===== src/verilog/i2c_ctrl_pkg.sv =====
// constants and carrier types for the i2c control register logic
package i2c_ctrl_pkg;

   localparam logic [15:0] CTRL_ADDR  = 16'hFFA6;
   localparam logic [7:0]  CTRL_RESET = 8'h00;
   localparam logic [2:0]  POS_ENABLE = 3'h7;
   localparam logic [2:0]  POS_EXIT   = 3'h6;
   localparam logic [2:0]  POS_WREL   = 3'h5;
   localparam logic [3:0]  CNT_RESET  = 4'h0;
   // the clock fall that closes a start is not a data clock: it wraps this to zero
   localparam logic [3:0]  CNT_START  = 4'hF;
   localparam logic [3:0]  CLK_EIGHTH = 4'h8;
   localparam logic [3:0]  CLK_NINTH  = 4'h9;

   // bit 7 down to bit 0
   typedef struct packed {
      logic operation_enable_bit;
      logic communication_exit_bit;
      logic wait_cancel_bit;
      logic stop_interrupt_enable;
      logic wait_timing_select;
      logic acknowledge_enable;
      logic stop_trigger;
      logic start_trigger;
   } ctrl_s;

   typedef struct packed {
      logic master_status_flag;
      logic arbitration_lost;
      logic extension_code_flag;
      logic address_match_flag;
      logic transmit_status_flag;
      logic acknowledge_detected_flag;
      logic start_detected_flag;
      logic stop_detected;
   } status_s;

   typedef struct packed {
      logic start_request_failed_flag;
      logic bus_busy_flag;
      logic clock_level_detect;
      logic data_level_detect;
   } flags_s;

   // one-cycle pulses from the shift and address logic
   typedef struct packed {
      logic master_set;
      logic arb_lost_set;
      logic ext_code_set;
      logic addr_match_set;
      logic transmit_set;
      logic start_fail_set;
   } events_s;

   typedef enum logic [2:0] {
      ST_OFF     = 3'b000,
      ST_IDLE    = 3'b001,
      ST_XFER    = 3'b010,
      ST_WAIT    = 3'b011,
      ST_STANDBY = 3'b100
   } link_state_e;

endpackage

===== src/verilog/i2c_control_register_logic.sv =====
// i2c control register with enable, exit, wait cancel and line control
module i2c_control_register_logic (
   // clock and reset
   input  wire logic                   clk_sys,
   input  wire logic                   rst,
   // processor memory access
   input  wire logic [15:0]            cpu_addr,
   input  wire logic                   cpu_wr_byte,
   input  wire logic                   cpu_wr_bit,
   input  wire logic [2:0]             cpu_bit_sel,
   input  wire logic [7:0]             cpu_wdata,
   input  wire logic                   cpu_rd,
   output logic      [7:0]             cpu_rdata_q,
   // protocol engine events
   input  wire i2c_ctrl_pkg::events_s  eng_ev,
   // bus pins, open drain
   input  wire logic                   serial_clock_line_i,
   output logic                        serial_clock_line_o_q,
   output logic                        serial_clock_line_oe_n_q,
   input  wire logic                   serial_data_line_i,
   output logic                        serial_data_line_o_q,
   output logic                        serial_data_line_oe_n_q,
   // state toward the rest of the interface
   output i2c_ctrl_pkg::ctrl_s         i2c_control_q,
   output i2c_ctrl_pkg::status_s       interface_status_register_q,
   output i2c_ctrl_pkg::flags_s        flags_q,
   output logic                        interface_interrupt_request_q
);

   i2c_ctrl_pkg::ctrl_s       ctrl_d;
   i2c_ctrl_pkg::status_s     stat_d;
   i2c_ctrl_pkg::flags_s      flg_d;
   i2c_ctrl_pkg::link_state_e state_q;
   i2c_ctrl_pkg::link_state_e state_d;
   logic [3:0]                bit_cnt_q;
   logic [3:0]                bit_cnt_d;
   logic                      addr_phase_q;
   logic                      addr_phase_d;
   logic                      start_seen_q;
   logic                      start_seen_d;
   logic                      stop_seen_q;
   logic                      stop_seen_d;
   logic                      irq_d;
   logic                      ack_d;
   logic [7:0]                rdata_d;
   logic [7:0]                wr_val;
   logic [3:0]                wait_pt;
   logic                      hit;
   logic                      exit_exec;
   logic                      wrel_exec;
   logic                      scl_s1_q;
   logic                      scl_s2_q;
   logic                      scl_p_q;
   logic                      sda_s1_q;
   logic                      sda_s2_q;
   logic                      sda_p_q;
   logic                      start_det;
   logic                      stop_det;
   logic                      scl_fall;
   logic                      scl_rise;

   // previous samples forced high while disabled, so data held low at enable reads as a start
   always_ff @(posedge clk_sys) begin
      if (rst) begin
         scl_s1_q <= 1'b1;
         scl_s2_q <= 1'b1;
         scl_p_q  <= 1'b1;
         sda_s1_q <= 1'b1;
         sda_s2_q <= 1'b1;
         sda_p_q  <= 1'b1;
      end else begin
         scl_s1_q <= serial_clock_line_i;
         scl_s2_q <= scl_s1_q;
         sda_s1_q <= serial_data_line_i;
         sda_s2_q <= sda_s1_q;
         scl_p_q  <= i2c_control_q.operation_enable_bit ? scl_s2_q : 1'b1;
         sda_p_q  <= i2c_control_q.operation_enable_bit ? sda_s2_q : 1'b1;
      end
   end

   assign start_det = i2c_control_q.operation_enable_bit & scl_s2_q & scl_p_q
                      & sda_p_q & ~sda_s2_q;
   assign stop_det  = i2c_control_q.operation_enable_bit & scl_s2_q & scl_p_q
                      & ~sda_p_q & sda_s2_q;
   assign scl_fall  = i2c_control_q.operation_enable_bit & scl_p_q & ~scl_s2_q;
   assign scl_rise  = i2c_control_q.operation_enable_bit & ~scl_p_q & scl_s2_q;
   assign hit       = (cpu_addr == i2c_ctrl_pkg::CTRL_ADDR);

   always_comb begin
      ctrl_d       = i2c_control_q;
      stat_d       = interface_status_register_q;
      flg_d        = flags_q;
      state_d      = state_q;
      bit_cnt_d    = bit_cnt_q;
      addr_phase_d = addr_phase_q;
      start_seen_d = start_seen_q;
      stop_seen_d  = stop_seen_q;
      irq_d        = 1'b0;
      wr_val       = 8'h00;
      rdata_d      = cpu_rdata_q;
      // self-clearing bits act only while enabled, one cycle after the write
      exit_exec = i2c_control_q.operation_enable_bit
                  & i2c_control_q.communication_exit_bit;
      wrel_exec = i2c_control_q.operation_enable_bit
                  & i2c_control_q.wait_cancel_bit;
      wait_pt   = (addr_phase_q | i2c_control_q.wait_timing_select) ?
                  i2c_ctrl_pkg::CLK_NINTH : i2c_ctrl_pkg::CLK_EIGHTH;
      ctrl_d.communication_exit_bit = 1'b0;
      ctrl_d.wait_cancel_bit        = 1'b0;
      if (!i2c_control_q.operation_enable_bit) begin
         state_d      = i2c_ctrl_pkg::ST_OFF;
         stat_d       = '0;
         flg_d        = '0;
         bit_cnt_d    = i2c_ctrl_pkg::CNT_RESET;
         addr_phase_d = 1'b1;
         start_seen_d = 1'b0;
         stop_seen_d  = 1'b0;
      end else begin
         if (state_q == i2c_ctrl_pkg::ST_OFF) begin
            state_d = i2c_ctrl_pkg::ST_IDLE;
         end
         flg_d.clock_level_detect = scl_s2_q;
         flg_d.data_level_detect  = sda_s2_q;
         // clears first so a same-cycle set wins
         if (exit_exec) begin
            stat_d.master_status_flag        = 1'b0;
            stat_d.extension_code_flag       = 1'b0;
            stat_d.address_match_flag        = 1'b0;
            stat_d.transmit_status_flag      = 1'b0;
            stat_d.acknowledge_detected_flag = 1'b0;
            stat_d.start_detected_flag       = 1'b0;
            ctrl_d.start_trigger             = 1'b0;
            ctrl_d.stop_trigger              = 1'b0;
            start_seen_d                     = 1'b0;
            stop_seen_d                      = 1'b0;
         end
         if (state_q == i2c_ctrl_pkg::ST_WAIT && wrel_exec) begin
            state_d = i2c_ctrl_pkg::ST_XFER;
            if (bit_cnt_q == i2c_ctrl_pkg::CLK_NINTH) begin
               bit_cnt_d    = i2c_ctrl_pkg::CNT_RESET;
               addr_phase_d = 1'b0;
               stat_d.transmit_status_flag = 1'b0;
            end
         end
         if (eng_ev.master_set) stat_d.master_status_flag = 1'b1;
         if (eng_ev.arb_lost_set) stat_d.arbitration_lost = 1'b1;
         if (eng_ev.ext_code_set) stat_d.extension_code_flag = 1'b1;
         if (eng_ev.addr_match_set) stat_d.address_match_flag = 1'b1;
         if (eng_ev.transmit_set) stat_d.transmit_status_flag = 1'b1;
         if (eng_ev.start_fail_set) flg_d.start_request_failed_flag = 1'b1;
         if (scl_fall && (state_q == i2c_ctrl_pkg::ST_XFER
                          || state_q == i2c_ctrl_pkg::ST_STANDBY)) begin
            bit_cnt_d = 4'(bit_cnt_q + 4'h1);
            if (state_q == i2c_ctrl_pkg::ST_XFER && bit_cnt_d == wait_pt) begin
               state_d = i2c_ctrl_pkg::ST_WAIT;
               irq_d   = 1'b1;
            end else if (bit_cnt_d == i2c_ctrl_pkg::CLK_NINTH) begin
               bit_cnt_d    = i2c_ctrl_pkg::CNT_RESET;
               addr_phase_d = 1'b0;
            end
         end
         if (scl_rise && bit_cnt_q == i2c_ctrl_pkg::CLK_EIGHTH && !sda_s2_q
             && serial_data_line_oe_n_q) begin
            stat_d.acknowledge_detected_flag = 1'b1;
         end
         if (start_det) begin
            flg_d.bus_busy_flag        = 1'b1;
            stat_d.start_detected_flag = 1'b1;
            stat_d.stop_detected       = 1'b0;
            bit_cnt_d                  = i2c_ctrl_pkg::CNT_START;
            addr_phase_d               = 1'b1;
            if (state_q == i2c_ctrl_pkg::ST_STANDBY) begin
               start_seen_d = 1'b1;
            end else begin
               state_d = i2c_ctrl_pkg::ST_XFER;
            end
         end
         if (stop_det) begin
            flg_d.bus_busy_flag  = 1'b0;
            stat_d.stop_detected = 1'b1;
            irq_d                = i2c_control_q.stop_interrupt_enable;
            if (state_q == i2c_ctrl_pkg::ST_STANDBY) begin
               stop_seen_d = 1'b1;
            end else begin
               state_d = i2c_ctrl_pkg::ST_IDLE;
            end
         end
         if (state_q == i2c_ctrl_pkg::ST_STANDBY
             && ((stop_seen_q && eng_ev.master_set)
                 || (start_seen_q && (eng_ev.addr_match_set || eng_ev.ext_code_set)))) begin
            state_d = i2c_ctrl_pkg::ST_XFER;
         end
         if (exit_exec) begin
            state_d = i2c_ctrl_pkg::ST_STANDBY;
         end
      end
      // processor write wins over the self-clear of the same cycle
      if (hit && (cpu_wr_byte || cpu_wr_bit)) begin
         wr_val = ctrl_d;
         if (cpu_wr_byte) begin
            wr_val = cpu_wdata;
         end else begin
            wr_val[cpu_bit_sel] = cpu_wdata[0];
         end
         // exit and cancel only stick when enable is set before and after
         if (!(i2c_control_q.operation_enable_bit && wr_val[i2c_ctrl_pkg::POS_ENABLE])) begin
            wr_val[i2c_ctrl_pkg::POS_EXIT] = 1'b0;
            wr_val[i2c_ctrl_pkg::POS_WREL] = 1'b0;
         end
         ctrl_d = wr_val;
      end
      ack_d = (state_d == i2c_ctrl_pkg::ST_XFER) && (bit_cnt_d == i2c_ctrl_pkg::CLK_EIGHTH)
              && ctrl_d.acknowledge_enable
              && (!addr_phase_d || stat_d.extension_code_flag);
      if (hit && cpu_rd) begin
         rdata_d = i2c_control_q;
      end
   end

   always_ff @(posedge clk_sys) begin
      if (rst) begin
         i2c_control_q                 <= i2c_ctrl_pkg::CTRL_RESET;
         interface_status_register_q   <= '0;
         flags_q                       <= '0;
         state_q                       <= i2c_ctrl_pkg::ST_OFF;
         bit_cnt_q                     <= i2c_ctrl_pkg::CNT_RESET;
         addr_phase_q                  <= 1'b1;
         start_seen_q                  <= 1'b0;
         stop_seen_q                   <= 1'b0;
         interface_interrupt_request_q <= 1'b0;
         serial_clock_line_oe_n_q      <= 1'b1;
         serial_data_line_oe_n_q       <= 1'b1;
         serial_clock_line_o_q         <= 1'b0;
         serial_data_line_o_q          <= 1'b0;
         cpu_rdata_q                   <= 8'h00;
      end else begin
         i2c_control_q                 <= ctrl_d;
         interface_status_register_q   <= stat_d;
         flags_q                       <= flg_d;
         state_q                       <= state_d;
         bit_cnt_q                     <= bit_cnt_d;
         addr_phase_q                  <= addr_phase_d;
         start_seen_q                  <= start_seen_d;
         stop_seen_q                   <= stop_seen_d;
         interface_interrupt_request_q <= irq_d;
         // wait holds clock low; standby and off leave both lines released
         serial_clock_line_oe_n_q      <= (state_d != i2c_ctrl_pkg::ST_WAIT);
         serial_data_line_oe_n_q       <= ~ack_d;
         serial_clock_line_o_q         <= 1'b0;
         serial_data_line_o_q          <= 1'b0;
         cpu_rdata_q                   <= rdata_d;
      end
   end

   property p_reset_zero;
      @(posedge clk_sys) rst |=> (i2c_control_q == 8'h00) && serial_clock_line_oe_n_q;
   endproperty
   a_reset_zero: assert property (p_reset_zero) else $error("control not zero after reset");

   property p_bit_write;
      @(posedge clk_sys) disable iff (rst)
      (hit && cpu_wr_bit && cpu_bit_sel != 3'h6 && cpu_bit_sel != 3'h5)
      |=> i2c_control_q[$past(cpu_bit_sel)] == $past(cpu_wdata[0]);
   endproperty
   a_bit_write: assert property (p_bit_write) else $error("single bit write lost");

   property p_disabled_clear;
      @(posedge clk_sys) disable iff (rst)
      !i2c_control_q.operation_enable_bit |=> interface_status_register_q == '0
      && flags_q == '0 && !i2c_control_q.communication_exit_bit;
   endproperty
   a_disabled_clear: assert property (p_disabled_clear) else $error("state kept while disabled");

   property p_exit;
      @(posedge clk_sys) disable iff (rst)
      (exit_exec && !start_det && !cpu_wr_byte && !cpu_wr_bit)
      |=> state_q == i2c_ctrl_pkg::ST_STANDBY && serial_clock_line_oe_n_q
      && serial_data_line_oe_n_q && !i2c_control_q.start_trigger
      && !interface_status_register_q.start_detected_flag;
   endproperty
   a_exit: assert property (p_exit) else $error("exit did not release and clear");

   property p_wait_cancel;
      @(posedge clk_sys) disable iff (rst)
      (state_q == i2c_ctrl_pkg::ST_WAIT && wrel_exec && !exit_exec && !cpu_wr_bit && !cpu_wr_byte)
      |=> state_q == i2c_ctrl_pkg::ST_XFER && serial_clock_line_oe_n_q
      && !i2c_control_q.wait_cancel_bit;
   endproperty
   a_wait_cancel: assert property (p_wait_cancel) else $error("wait not cancelled");

   property p_trc_release;
      @(posedge clk_sys) disable iff (rst)
      (state_q == i2c_ctrl_pkg::ST_WAIT && wrel_exec && !eng_ev.transmit_set
       && bit_cnt_q == i2c_ctrl_pkg::CLK_NINTH)
      |=> !interface_status_register_q.transmit_status_flag && serial_data_line_oe_n_q;
   endproperty
   a_trc_release: assert property (p_trc_release) else $error("data not released");

   property p_stop_irq;
      @(posedge clk_sys) disable iff (rst)
      stop_det |=> interface_interrupt_request_q == $past(i2c_control_q.stop_interrupt_enable);
   endproperty
   a_stop_irq: assert property (p_stop_irq) else $error("stop interrupt wrong");

   property p_wait_point;
      @(posedge clk_sys) disable iff (rst)
      (state_q == i2c_ctrl_pkg::ST_WAIT && $past(state_q) == i2c_ctrl_pkg::ST_XFER)
      |-> interface_interrupt_request_q && !serial_clock_line_oe_n_q
      && bit_cnt_q == (($past(i2c_control_q.wait_timing_select) || $past(addr_phase_q)) ?
                       4'h9 : 4'h8);
   endproperty
   a_wait_point: assert property (p_wait_point) else $error("wait at wrong clock");

   property p_ack;
      @(posedge clk_sys) disable iff (rst)
      !serial_data_line_oe_n_q |-> state_q == i2c_ctrl_pkg::ST_XFER
      && bit_cnt_q == 4'h8 && i2c_control_q.acknowledge_enable
      && (!addr_phase_q || interface_status_register_q.extension_code_flag);
   endproperty
   a_ack: assert property (p_ack) else $error("data driven outside acknowledge");

   property p_enable_start;
      @(posedge clk_sys) disable iff (rst)
      (i2c_control_q.operation_enable_bit && !$past(i2c_control_q.operation_enable_bit)
       && scl_s2_q && !sda_s2_q && !exit_exec)
      |=> interface_status_register_q.start_detected_flag && flags_q.bus_busy_flag;
   endproperty
   a_enable_start: assert property (p_enable_start) else $error("start not seen at enable");

endmodule


===== config.mk =====
export PLATFORM = sky130hd
export DESIGN_NAME = i2c_control_register_logic
export DESIGN_NICKNAME = d
export VERILOG_FILES = /design/src/verilog/i2c_ctrl_pkg.sv /design/src/verilog/i2c_control_register_logic.sv
export SDC_FILE = /design/constraint.sdc
export NUM_CORES = 1
export LEC_CHECK = 0
export ABC_CLOCK_PERIOD_IN_PS = 4600
export CAP_MARGIN = 20
export CORE_MARGIN = 5
export CORE_UTILIZATION = 35
export CTS_BUF_LIST = sky130_fd_sc_hd__clkbuf_16
export DETAILED_ROUTE_END_ITERATION = 12
export DONT_BUFFER_PORTS = 1
export PLACE_DENSITY = 0.59
export SLEW_MARGIN = 20
export SYNTH_ARGS = -nofsm -noshare
export SYNTH_HDL_FRONTEND = slang
export SYNTH_SLANG_ARGS = --single-unit

===== constraint.sdc =====
create_clock -name clk_sys -period 4.6 [get_ports clk_sys]
set_input_delay 0.69 -clock clk_sys [delete_from_list [all_inputs] [get_ports clk_sys]]
set_output_delay 0.69 -clock clk_sys [all_outputs]
set_load 0.05 [all_outputs]

Word level (Yosys, flattened, before mapping)

Index checks and enable logic that the tools add are counted.

Register bits: 47
Bits in latches: 0
RAM bits: 0
Bits in read-only memories: 0
Input bits: 40
Output and inout port bits: 33
Word-level logic and storage cells: 157
Memories kept: 0

$add $sub $neg: 1
$mul: 0
Divide/modulo/power cells: 0
Magnitude comparators: 2
Equal/unequal tests: 11
Shift operators: 0
Muxes and demuxes: 55
Bitwise logic cells: 21
Reduce and logical (&&, ||, !) cells: 32

Operator list:

| cell                                                              | count |
|---|---|
| two-way mux 3 bit                                                 | 12 |
| two-way mux 4 bit                                                 | 7 |
| two-way mux 1 bit                                                 | 27 |
| == test 16 bit, second input constant                             | 1 |
| == test 4 bit, second input constant                              | 4 |
| logical AND 1 bit                                                 | 16 |
| two-way mux 8 bit                                                 | 2 |
| bitwise AND 1 bit                                                 | 12 |
| nonzero test 2 bit                                                | 5 |
| == test 3 x 2 -> 1 bit, second input constant                     | 3 |
| bitwise mux 8 bit                                                 | 1 |
| NOT 1 bit                                                         | 8 |
| two-way mux 2 bit                                                 | 3 |
| two-way mux 6 bit                                                 | 1 |
| OR reduction 3 bit                                                | 2 |
| logical OR 1 bit                                                  | 5 |
| two-way mux 5 bit                                                 | 1 |
| adder 4 x 1 -> 4 bit, second input constant                       | 1 |
| == test 4 bit                                                     | 1 |
| less-than comparator 3 x 4 -> 1 bit, second input constant        | 1 |
| demux 1 bit (select 3 bit)                                        | 1 |
| == test 3 bit, second input constant                              | 1 |
| greater-or-equal comparator 3 x 1 -> 1 bit, second input constant | 1 |
| logical NOT 3 bit                                                 | 1 |
| other kinds (4)                                                   | 5 |

Longest topological paths before layout

Gate-level depths: netlist of run 1.

Depth in word-level cells: 18
Gate-level depth with buffers: 8
Gate-level depth less buffers: 7

Worst setup path before layout of run 1

Ideal clock, no wire load.

Kind: register to register
Start: register bit_cnt_q[0]
End: register serial_clock_line_oe_n_q
Library setup time: 134 ps
Arrival time: 2275 ps
Required time: 4466 ps
Path slack: 2191 ps
Cell stages (with the launch flop): 8
Path buffers: 0
Clock period less this slack: 2409 ps
Cell sequence: dfxtp_1 -> inv_1 -> ha_1 -> or4b_4 -> nor4b_4 -> o2111a_1 -> a21oi_1 -> or4_1

Cells in the longest elaborated chain, start to end: 13

Ends and longest elaborated chain:

| element                  | line                              | RTL |
|---|---|---|
| start: declaration       | i2c_control_register_logic.sv:35  | `logic [3:0] bit_cnt_q;` |
| start signal: assignment | i2c_control_register_logic.sv:226 | `bit_cnt_q <= i2c_ctrl_pkg::CNT_RESET;` |
| start signal: assignment | i2c_control_register_logic.sv:241 | `bit_cnt_q <= bit_cnt_d;` |
| adder 4 x 1 -> 4 bit *   | i2c_control_register_logic.sv:153 | `bit_cnt_d = 4'(bit_cnt_q + 4'h1);` |
| == test 4 bit *          | i2c_control_register_logic.sv:154 | `if (state_q == i2c_ctrl_pkg::ST_XFER && bit_cnt_d == wait_pt) begin` |
| logical AND 1 bit *      | i2c_control_register_logic.sv:154 |  |
| two-way mux 3 bit *      | i2c_control_register_logic.sv:154 |  |
| two-way mux 3 bit *      | i2c_control_register_logic.sv:151 | `if (scl_fall && (state_q == i2c_ctrl_pkg::ST_XFER` |
| two-way mux 3 bit        | i2c_control_register_logic.sv:172 | `if (state_q == i2c_ctrl_pkg::ST_STANDBY) begin` |
| two-way mux 3 bit *      | i2c_control_register_logic.sv:166 | `if (start_det) begin` |
| two-way mux 3 bit        | i2c_control_register_logic.sv:182 | `if (state_q == i2c_ctrl_pkg::ST_STANDBY) begin` |
| two-way mux 3 bit *      | i2c_control_register_logic.sv:178 | `if (stop_det) begin` |
| two-way mux 3 bit *      | i2c_control_register_logic.sv:188 | `if (state_q == i2c_ctrl_pkg::ST_STANDBY` |
| two-way mux 3 bit *      | i2c_control_register_logic.sv:193 | `if (exit_exec) begin` |
| two-way mux 3 bit *      | i2c_control_register_logic.sv:110 | `if (!i2c_control_q.operation_enable_bit) begin` |
| != test 3 x 2 -> 1 bit * | i2c_control_register_logic.sv:247 | `serial_clock_line_oe_n_q <= (state_d != i2c_ctrl_pkg::ST_WAIT);` |
| end signal: assignment   | i2c_control_register_logic.sv:247 |  |
| end: declaration         | i2c_control_register_logic.sv:19  | `output logic serial_clock_line_oe_n_q,` |

Mark *: on every way between the ends. The rest lies on a longest branch, timed or not.
A chain may end at the register's enable or synchronous reset.

Worst setup path after layout of run 1

Start: register bit_cnt_q[0]
End: register serial_data_line_oe_n_q

Cells in the longest elaborated chain, start to end: 17
Elaborated cells between the ends (all ways): 36
Those cells by class: add/sub: 1; eq/ne: 5; mux: 23; bitwise: 1; reduce/logical: 6

Ends and longest elaborated chain:

| element                | line                              | RTL |
|---|---|---|
| adder 4 x 1 -> 4 bit   | i2c_control_register_logic.sv:153 |  |
| == test 4 bit          | i2c_control_register_logic.sv:154 |  |
| logical AND 1 bit      | i2c_control_register_logic.sv:154 |  |
| two-way mux 3 bit      | i2c_control_register_logic.sv:154 |  |
| two-way mux 3 bit      | i2c_control_register_logic.sv:151 |  |
| two-way mux 3 bit      | i2c_control_register_logic.sv:172 |  |
| two-way mux 3 bit      | i2c_control_register_logic.sv:166 |  |
| two-way mux 3 bit      | i2c_control_register_logic.sv:182 |  |
| two-way mux 3 bit      | i2c_control_register_logic.sv:178 |  |
| two-way mux 3 bit      | i2c_control_register_logic.sv:188 |  |
| two-way mux 3 bit      | i2c_control_register_logic.sv:193 |  |
| two-way mux 3 bit      | i2c_control_register_logic.sv:110 |  |
| == test 3 x 2 -> 1 bit | i2c_control_register_logic.sv:212 | `ack_d = (state_d == i2c_ctrl_pkg::ST_XFER) && (bit_cnt_d == i2c_ctrl_pkg::CLK_EIGHTH)` |
| logical AND 1 bit      | i2c_control_register_logic.sv:212 |  |
| logical AND 1 bit      | i2c_control_register_logic.sv:213 | `&& ctrl_d.acknowledge_enable` |
| logical AND 1 bit *    | i2c_control_register_logic.sv:214 | `&& (!addr_phase_d \|\| stat_d.extension_code_flag);` |
| NOT 1 bit *            | i2c_control_register_logic.sv:248 | `serial_data_line_oe_n_q <= ~ack_d;` |
| end signal: assignment | i2c_control_register_logic.sv:248 |  |
| end: declaration       | i2c_control_register_logic.sv:22  | `output logic serial_data_line_oe_n_q,` |

Marked as above.

==> qor.csv, run 1 <==
metric;value;unit
worst skew pair latency;280;ps
Seq/Total Area, Yosys;41.18;%
Tot GR Track Use;14.73;%
asr flop ratio synth;0;%
TritonCTS clock tree;yes;
Clock transition at path regs;60;ps
hpwl dp;4518;um
setup bufs post-CTS;0;
post-synth top area share;41.18;%
critical-path cell list;inv_1 > ha_1 > or4b_4 > o311ai_1 > a32oi_1 > nor4_1 > nand4_1;
fin. max-slew vios;0;
first-pass GRT wire length;9991;um
Gate Count Post-Synth;277;
cts-stage hold buffer count;0;
Die W;90.80;um
P per Cell Area;313.5;nW/um^2
core area;6350;sq um
Max H-tree Level;2;
Initial DRC Count;120;
Lkg Pwr;0.8192;nW
RSZ-0062 raised after global routing;no;
met3 usage;6.333;%
main area contributors after synthesis;dfxtp_1 41%, nor2_1 5.9%, a21oi_1 5.0%, nand2_1 3.8%, nand3_1 2.6%;
CP required;4740;ps
layout cells sized above 1;6.667;%
Vias/cell;5.522;
final worst setup slack;1945;ps
global route hottest layer;met2;
Layout area overhead;7.448;%
number of synthesized register bits;47;
pre-CTS setup slack;1999;ps
antenna-violating nets left;0;
max cap viols;0;
CP max FO;8;
Final Skew;7.188;ps
Rows;29;
die area;8244;sq um
Setup TNS Final;0;ps
startpoint class of the critical path;flip-flop;
# setup viols final;0;
Sink Count;47;
clock root buffer;clkbuf_16;
nets;313;
count leader, synth;dfxtp_1;
Die H;90.80;um
IO Count;73;
Overflow after GRT;0;
VDD IR max;0.1653;mV
antenna violations before repair;0;
Crit-path slowest cell;o311ai_1;
pin count of the biggest net entering global routing;25;
number of global-route vias before repair;1971;
hold_ws;410.7;ps
final cell count without fillers;347;
fmax;0.3766;GHz
arrival time worst endpoint;2800;ps
Post-synth top flop;dfxtp_1;
synthesized area;2285;sq um
CP delay by family, top;simple AND/OR/NAND/NOR gates;
Via Count;1916;
post-synth top area cell;dfxtp_1;
Antenna Cells;0;
worst slew pin tran;892.9;ps
M1 GR Usage;19.34;%
EDFF count, synth;0;
total CTS buffers;5;
Final Critical Period;2655;ps
Residual DRC;0;
Yosys warnings;0;
CTS resizes;0;
Worst Setup End Kind;flip-flop;
status;finished clean;
DR WL/cell;17.43;um
Avg Cell Area, Syn;8.248;sq um
HP Class;reg -> reg;
met2 usage;22.03;%
crit share post-route;57.73;%
Cell variety after synth;52;
Hold Vio Cnt, Final;0;
Commonest cells post-synth;47 x dfxtp_1, 36 x nor2_1, 23 x a21oi_1, 23 x nand2_1, 13 x clkbuf_1;
placed insts;339;
Buf/Inv on CP;1;
Bufs on Longest Clock Path;2;
Max-Slew Margin vs Limit;40.39;%
drt first pass iters;4;
WS Path Type;reg -> reg;
Detailed Route WL;6049;um
Port Buffers;0;
Initial Utilization;35.98;%
Final GP Congestion;0.9413;
crit-path max cell delay;560;ps
power by group:
part           leakage, nW  internal, W  switching, W  total [W]
Sequential           0.380     0.000409    0.00000112   0.000410
Combinational        0.364   0.00000753     0.0000119  0.0000194
Clock               0.0762     0.000196      0.000144   0.000341
cell families (layout without fill, tap and decap cells):
| family | count (synthesis) | count (layout) | share of synthesized area, % |
|---|---|---|---|
| buf+inv | 28 | 20 | 5.093 |
| other cells | 1 | 2 | 0.1641 |
| simple gates | 125 | 125 | 29.30 |
| xor+xnor | 6 | 6 | 2.300 |
| mux | 3 | 3 | 1.314 |
| fa+ha+maj | 4 | 4 | 2.191 |
| compound gates | 63 | 63 | 18.46 |
| flops | 47 | 47 | 41.18 |
cell usage in the layout, fill, tap and decap left out, types with 3 or more instances in the layout:
| cell type | instances |
|---|---|
| nand2b_1 | 7 |
| clkbuf_16 | 5 |
| nand2_1 | 23 |
| or2_2 | 6 |
| nand4bb_1 | 3 |
| xnor2_1 | 6 |
| or4_1 | 5 |
| nand3_1 | 12 |
| o21ai_0 | 6 |
| ha_1 | 4 |
| inv_1 | 13 |
| nand3b_1 | 3 |
| nor3_1 | 8 |
| nor4_1 | 3 |
| nor2_1 | 36 |
| dfxtp_1 | 47 |
| nor2b_1 | 3 |
| a22oi_1 | 3 |
| a21oi_1 | 23 |
| a31oi_1 | 6 |
| nand4_1 | 3 |
| mux2i_1 | 3 |
per-stage QoR:
| stage | total power [W] | area [sq um] | utilization [%] |
|---|---|---|---|
| global placement | 0.0004378 | 2317 | 36.49 |
| floorplan | 0.0004419 | 2288 | - |
| detailed placement | 0.0004380 | 2317 | 36.49 |
| CTS | 0.0007780 | 2455 | 38.66 |
| global route | 0.0008023 | 2455 | 38.66 |
| finish | 0.0007697 | 2455 | 38.66 |
per-layer routing:
metal / routed length [um] / share of wire, %
met1: 2703 / 45
met2: 2590 / 43
met3: 697 / 12
met4: 58 / 0.96
met5: 0 / 0
final timing paths:
check             slack, ps                     from  depth (start not counted)                                 end
setup / recovery       1940  bit_cnt_q[0]$_SDFF_PP0_                          7  serial_data_line_oe_n_q$_SDFF_PP1_
hold reg to reg         410      sda_s1_q$_SDFF_PP1_                          1                 sda_s2_q$_SDFF_PP1_
hold / removal          410      sda_s1_q$_SDFF_PP1_                          1                 sda_s2_q$_SDFF_PP1_
setup reg to reg       1940  bit_cnt_q[0]$_SDFF_PP0_                          7  serial_data_line_oe_n_q$_SDFF_PP1_
cell type report:
type	instances	area, sq um
Fill cell	632	3895
Multi-Input combinational cell	203	1231
Sequential cell	47	940.9
Clock buffer	5	125.1
Tap cell	77	96.34
Inverter	11	41.29
Clock inverter	3	12.51
Timing Repair Buffer	1	7.507
worst register-to-register path, delay by kind of cell, from the launching register on:
family / cells / cell delay [ps]
and+or+nand+nor: 3 / 870
DFF: 1 / 480
AOI/OAI and AO/OA: 2 / 690
buffers and inverters: 1 / 140
adders and majority gates: 1 / 330
flip-flops by register name, indices dropped and copies added, names as in the netlist, 3 cells and up:
register                     flops
interface_status_register_q      8
flags_q                          4
cpu_rdata_q                      8
i2c_control_q                    8
bit_cnt_q                        4
state_q                          3
No activity file was read; power rests on OpenSTA's default activity.
==> inputs of run 2 (changes only) <==
--- a/config.mk
+++ b/config.mk
@@ -5,7 +5,8 @@
 export SDC_FILE = /design/constraint.sdc
 export NUM_CORES = 1
 export LEC_CHECK = 0
-export ABC_CLOCK_PERIOD_IN_PS = 4600
+export ABC_AREA = 1
+export ABC_CLOCK_PERIOD_IN_PS = 2500
 export CAP_MARGIN = 20
 export CORE_MARGIN = 5
 export CORE_UTILIZATION = 35
==> constraint.sdc (replaced) <==
create_clock -name clk_sys -period 2.5 [get_ports clk_sys]
set_input_delay 0.375 -clock clk_sys [delete_from_list [all_inputs] [get_ports clk_sys]]
set_output_delay 0.375 -clock clk_sys [all_outputs]
set_load 0.05 [all_outputs]
==> qor.csv, run 2 <==
metric;value;unit;change
status;finished clean;;unchanged
DR WL/cell;13.85;um;was 17.43 um
post-synth top area share;39.62;%;was 41.18%
CP delay by family, top;simple AND/OR/NAND/NOR gates;;unchanged
worst skew pair latency;280;ps;about the same
Fillers;714;;was 632
Die W;92.37;um;was 90.80 um
Sink Count;47;;unchanged
antenna violations before repair;0;;unchanged
hpwl dp;4646;um;was 4518 um
RSZ-0062 raised after global routing;no;;unchanged
CP max FO;8;;unchanged
asr flop ratio synth;0;%;unchanged
count leader, synth;nand2_1;;was dfxtp_1
WS Path Type;reg -> reg;;unchanged
Final Instance Area;2644;sq um;was 2455 sq um
synthesized area;2375;sq um;was 2285 sq um
footprint of the multi-input gates;1229;sq um;was 1231 sq um
Residual DRC;0;;unchanged
HP Class;in -> reg;;was reg -> reg
clock root buffer;clkbuf_16;;unchanged
Post-synth top flop;dfxtp_1;;unchanged
die area;8532;sq um;was 8244 sq um
Overflow after GRT;0;;unchanged
TritonCTS clock tree;yes;;unchanged
critical-path cell list;inv_1 > ha_1 > nor2_1 > nand2_1 > nor2_1 > nand2_2 > nand2_1 > nor2_1 > nor2_1 > nand2_1 > nor2_2 > nand2_1;;was inv_1 > ha_1 > or4b_4 > o311ai_1 > a32oi_1 > nor4_1 > nand4_1
Seq/Total Area, Yosys;39.62;%;was 41.18%
global route hottest layer;met2;;unchanged
Yosys warnings;0;;unchanged
register area;940.9;sq um;unchanged
Via Count;2081;;was 1916
Lkg Pwr;1.155;nW;was 0.8192 nW
post-synth top area cell;dfxtp_1;;unchanged
P per Cell Area;578.7;nW/um^2;was 313.5 nW/um^2
Crit-path slowest cell;dfxtp_1;;was o311ai_1
Final Critical Period;1797;ps;was 2655 ps
max cap viols;0;;unchanged
met3 usage;3.981;%;was 6.333%
main area contributors after synthesis;dfxtp_1 40%, nand2_1 13%, nor2_1 7.4%, nand3_1 5.9%, inv_1 5.8%;;was dfxtp_1 41%, nor2_1 5.9%, a21oi_1 5.0%, nand2_1 3.8%, nand3_1 2.6%
total CTS buffers;5;;unchanged
Detailed Route WL;5971;um;was 6049 um
Power, Total;0.001530;W;was 0.0007697 W
startpoint class of the critical path;flip-flop;;unchanged
nets;394;;was 313
EDFF count, synth;0;;unchanged
Final Skew;5.032;ps;was 7.188 ps
crit-path max cell delay;480;ps;was 560 ps
arrival time worst endpoint;1980;ps;was 2800 ps
crit share post-route;71.90;%;was 57.73%
Commonest cells post-synth;83 x nand2_1, 47 x dfxtp_1, 47 x nor2_1;;was 47 x dfxtp_1, 36 x nor2_1, 23 x a21oi_1, 23 x nand2_1, 13 x clkbuf_1
Initial Utilization;35.54;%;was 35.98%
M1 GR Usage;17.08;%;was 19.34%
VDD IR max;0.3250;mV;was 0.1653 mV
number of synthesized register bits;47;;unchanged
Setup TNS Final;0;ps;unchanged
Tot GR Track Use;14.63;%;was 14.73%
Post-DP Area;2480;sq um;was 2317 sq um
antenna-violating nets left;0;;unchanged
cts-stage hold buffer count;0;;unchanged
Initial DRC Count;86;;was 120
IO Count;73;;unchanged
Clock transition at path regs;60;ps;about the same
Avg Cell Area, Syn;6.903;sq um;was 8.248 sq um
worst slew pin tran;687.3;ps;was 892.9 ps
CP required;2680;ps;was 4740 ps
core area;6681;sq um;was 6350 sq um
most frequent cells in the layout;83 x nand2_1, 47 x nor2_1, 47 x dfxtp_1;;was 47 x dfxtp_1, 36 x nor2_1, 23 x nand2_1, 23 x a21oi_1, 13 x inv_1
layout cells sized above 1;13.68;%;was 6.667%
first-pass GRT wire length;9922;um;was 9991 um
Worst Setup End Kind;flip-flop;;unchanged
drt first pass iters;4;;unchanged
Max H-tree Level;2;;unchanged
fmax;0.5564;GHz;was 0.3766 GHz
setup bufs post-CTS;0;;unchanged
Rows;30;;was 29
Final GP Congestion;0.9087;;was 0.9413
Bufs on Longest Clock Path;2;;unchanged
pin count of the biggest net entering global routing;20;;was 25
Hold Vio Cnt, Final;0;;unchanged
number of global-route vias before repair;2077;;was 1971
# setup viols final;0;;unchanged
Port Buffers;0;;unchanged
Gate Count Post-Synth;344;;was 277
largest registers;cpu_rdata_q: 8 flops, i2c_control_q: 8 flops, interface_status_register_q: 8 flops;;unchanged
fin. max-slew vios;0;;unchanged
Buf/Inv on CP;1;;unchanged
Vias/cell;4.828;;was 5.522
most common cell after layout, fill and taps aside;nand2_1;;was dfxtp_1
Cell variety after synth;32;;was 52
Layout area overhead;11.33;%;was 7.448%
Max-Slew Margin vs Limit;54.12;%;was 40.39%
met2 usage;25.56;%;was 22.03%
Die H;92.37;um;was 90.80 um
CTS resizes;0;;unchanged
Antenna Cells;0;;unchanged
==> run 2: changes by cell type after synthesis, moves of 7 or more <==
cell	before	now
nand2_1	23	83
clkbuf_1	13	2
nor2_1	36	47
nand2b_1	7	0
nand3_1	12	28
inv_1	11	37
==> run 2: final timing paths <==
kind         depth (start not counted)                    start                            endpoint  slack [ps]
max                                 12  bit_cnt_q[0]$_SDFF_PP0_  serial_data_line_oe_n_q$_SDFF_PP1_         700
max reg2reg                         12  bit_cnt_q[0]$_SDFF_PP0_  serial_data_line_oe_n_q$_SDFF_PP1_         700
min                                  1                      rst               state_q[2]$_SDFF_PP0_         160
min reg2reg                          1      scl_s1_q$_SDFF_PP1_                 scl_s2_q$_SDFF_PP1_         410
==> run 2: logic make-up (layout without fill, tap and decap cells) <==
family / count (synthesis) / after routing / share of synthesized area, %
fa+ha+maj: 4 / 4 / 2.108
buf+inv: 52 / 58 / 8.798
other cells: 1 / 2 / 0.1579
simple gates: 195 / 195 / 38.62
flops: 47 / 47 / 39.62
compound gates: 44 / 44 / 10.01
xor+xnor: 1 / 1 / 0.6851
==> run 2: through the flow <==
step / hold WS (ps) / util, % / instances / setup slack, ps
after detailed placement: 392.3 / 37.12 / 423 / 729.4
after global placement: 393.5 / 37.12 / 423 / 788.5
after global routing: 146.9 / 39.57 / 431 / 517.5
final: 158.4 / 39.57 / 431 / 702.6
after CTS: 148.5 / 39.57 / 431 / 717.3
after floorplan: 389.5 / - / 345 / 716.3
==> run 2: where the power goes <==
part	internal (W)	switching, W
combinational	0.0000157	0.0000279
clock	0.000466	0.000266
sequential	0.000752	0.00000222
==> run 2: final cells by class <==
class / instances / share of cell area, %
repair buffers: 6 / 1.704
multi-input cells: 246 / 46.47
inverters: 44 / 6.247
well taps: 80 / 3.786
flip-flops and latches: 47 / 35.59
clock buffers: 5 / 4.733
clock inverters: 3 / 1.467
==> run 2: layer usage <==
metal | share of wire, % | routed length [um] | up-vias
li1 | - | - | 1100
met1 | 44 | 2602 | 923
met2 | 49 | 2925 | 47
met3 | 5.2 | 308 | 11
met4 | 2.2 | 134 | 0
met5 | 0 | 0 | -
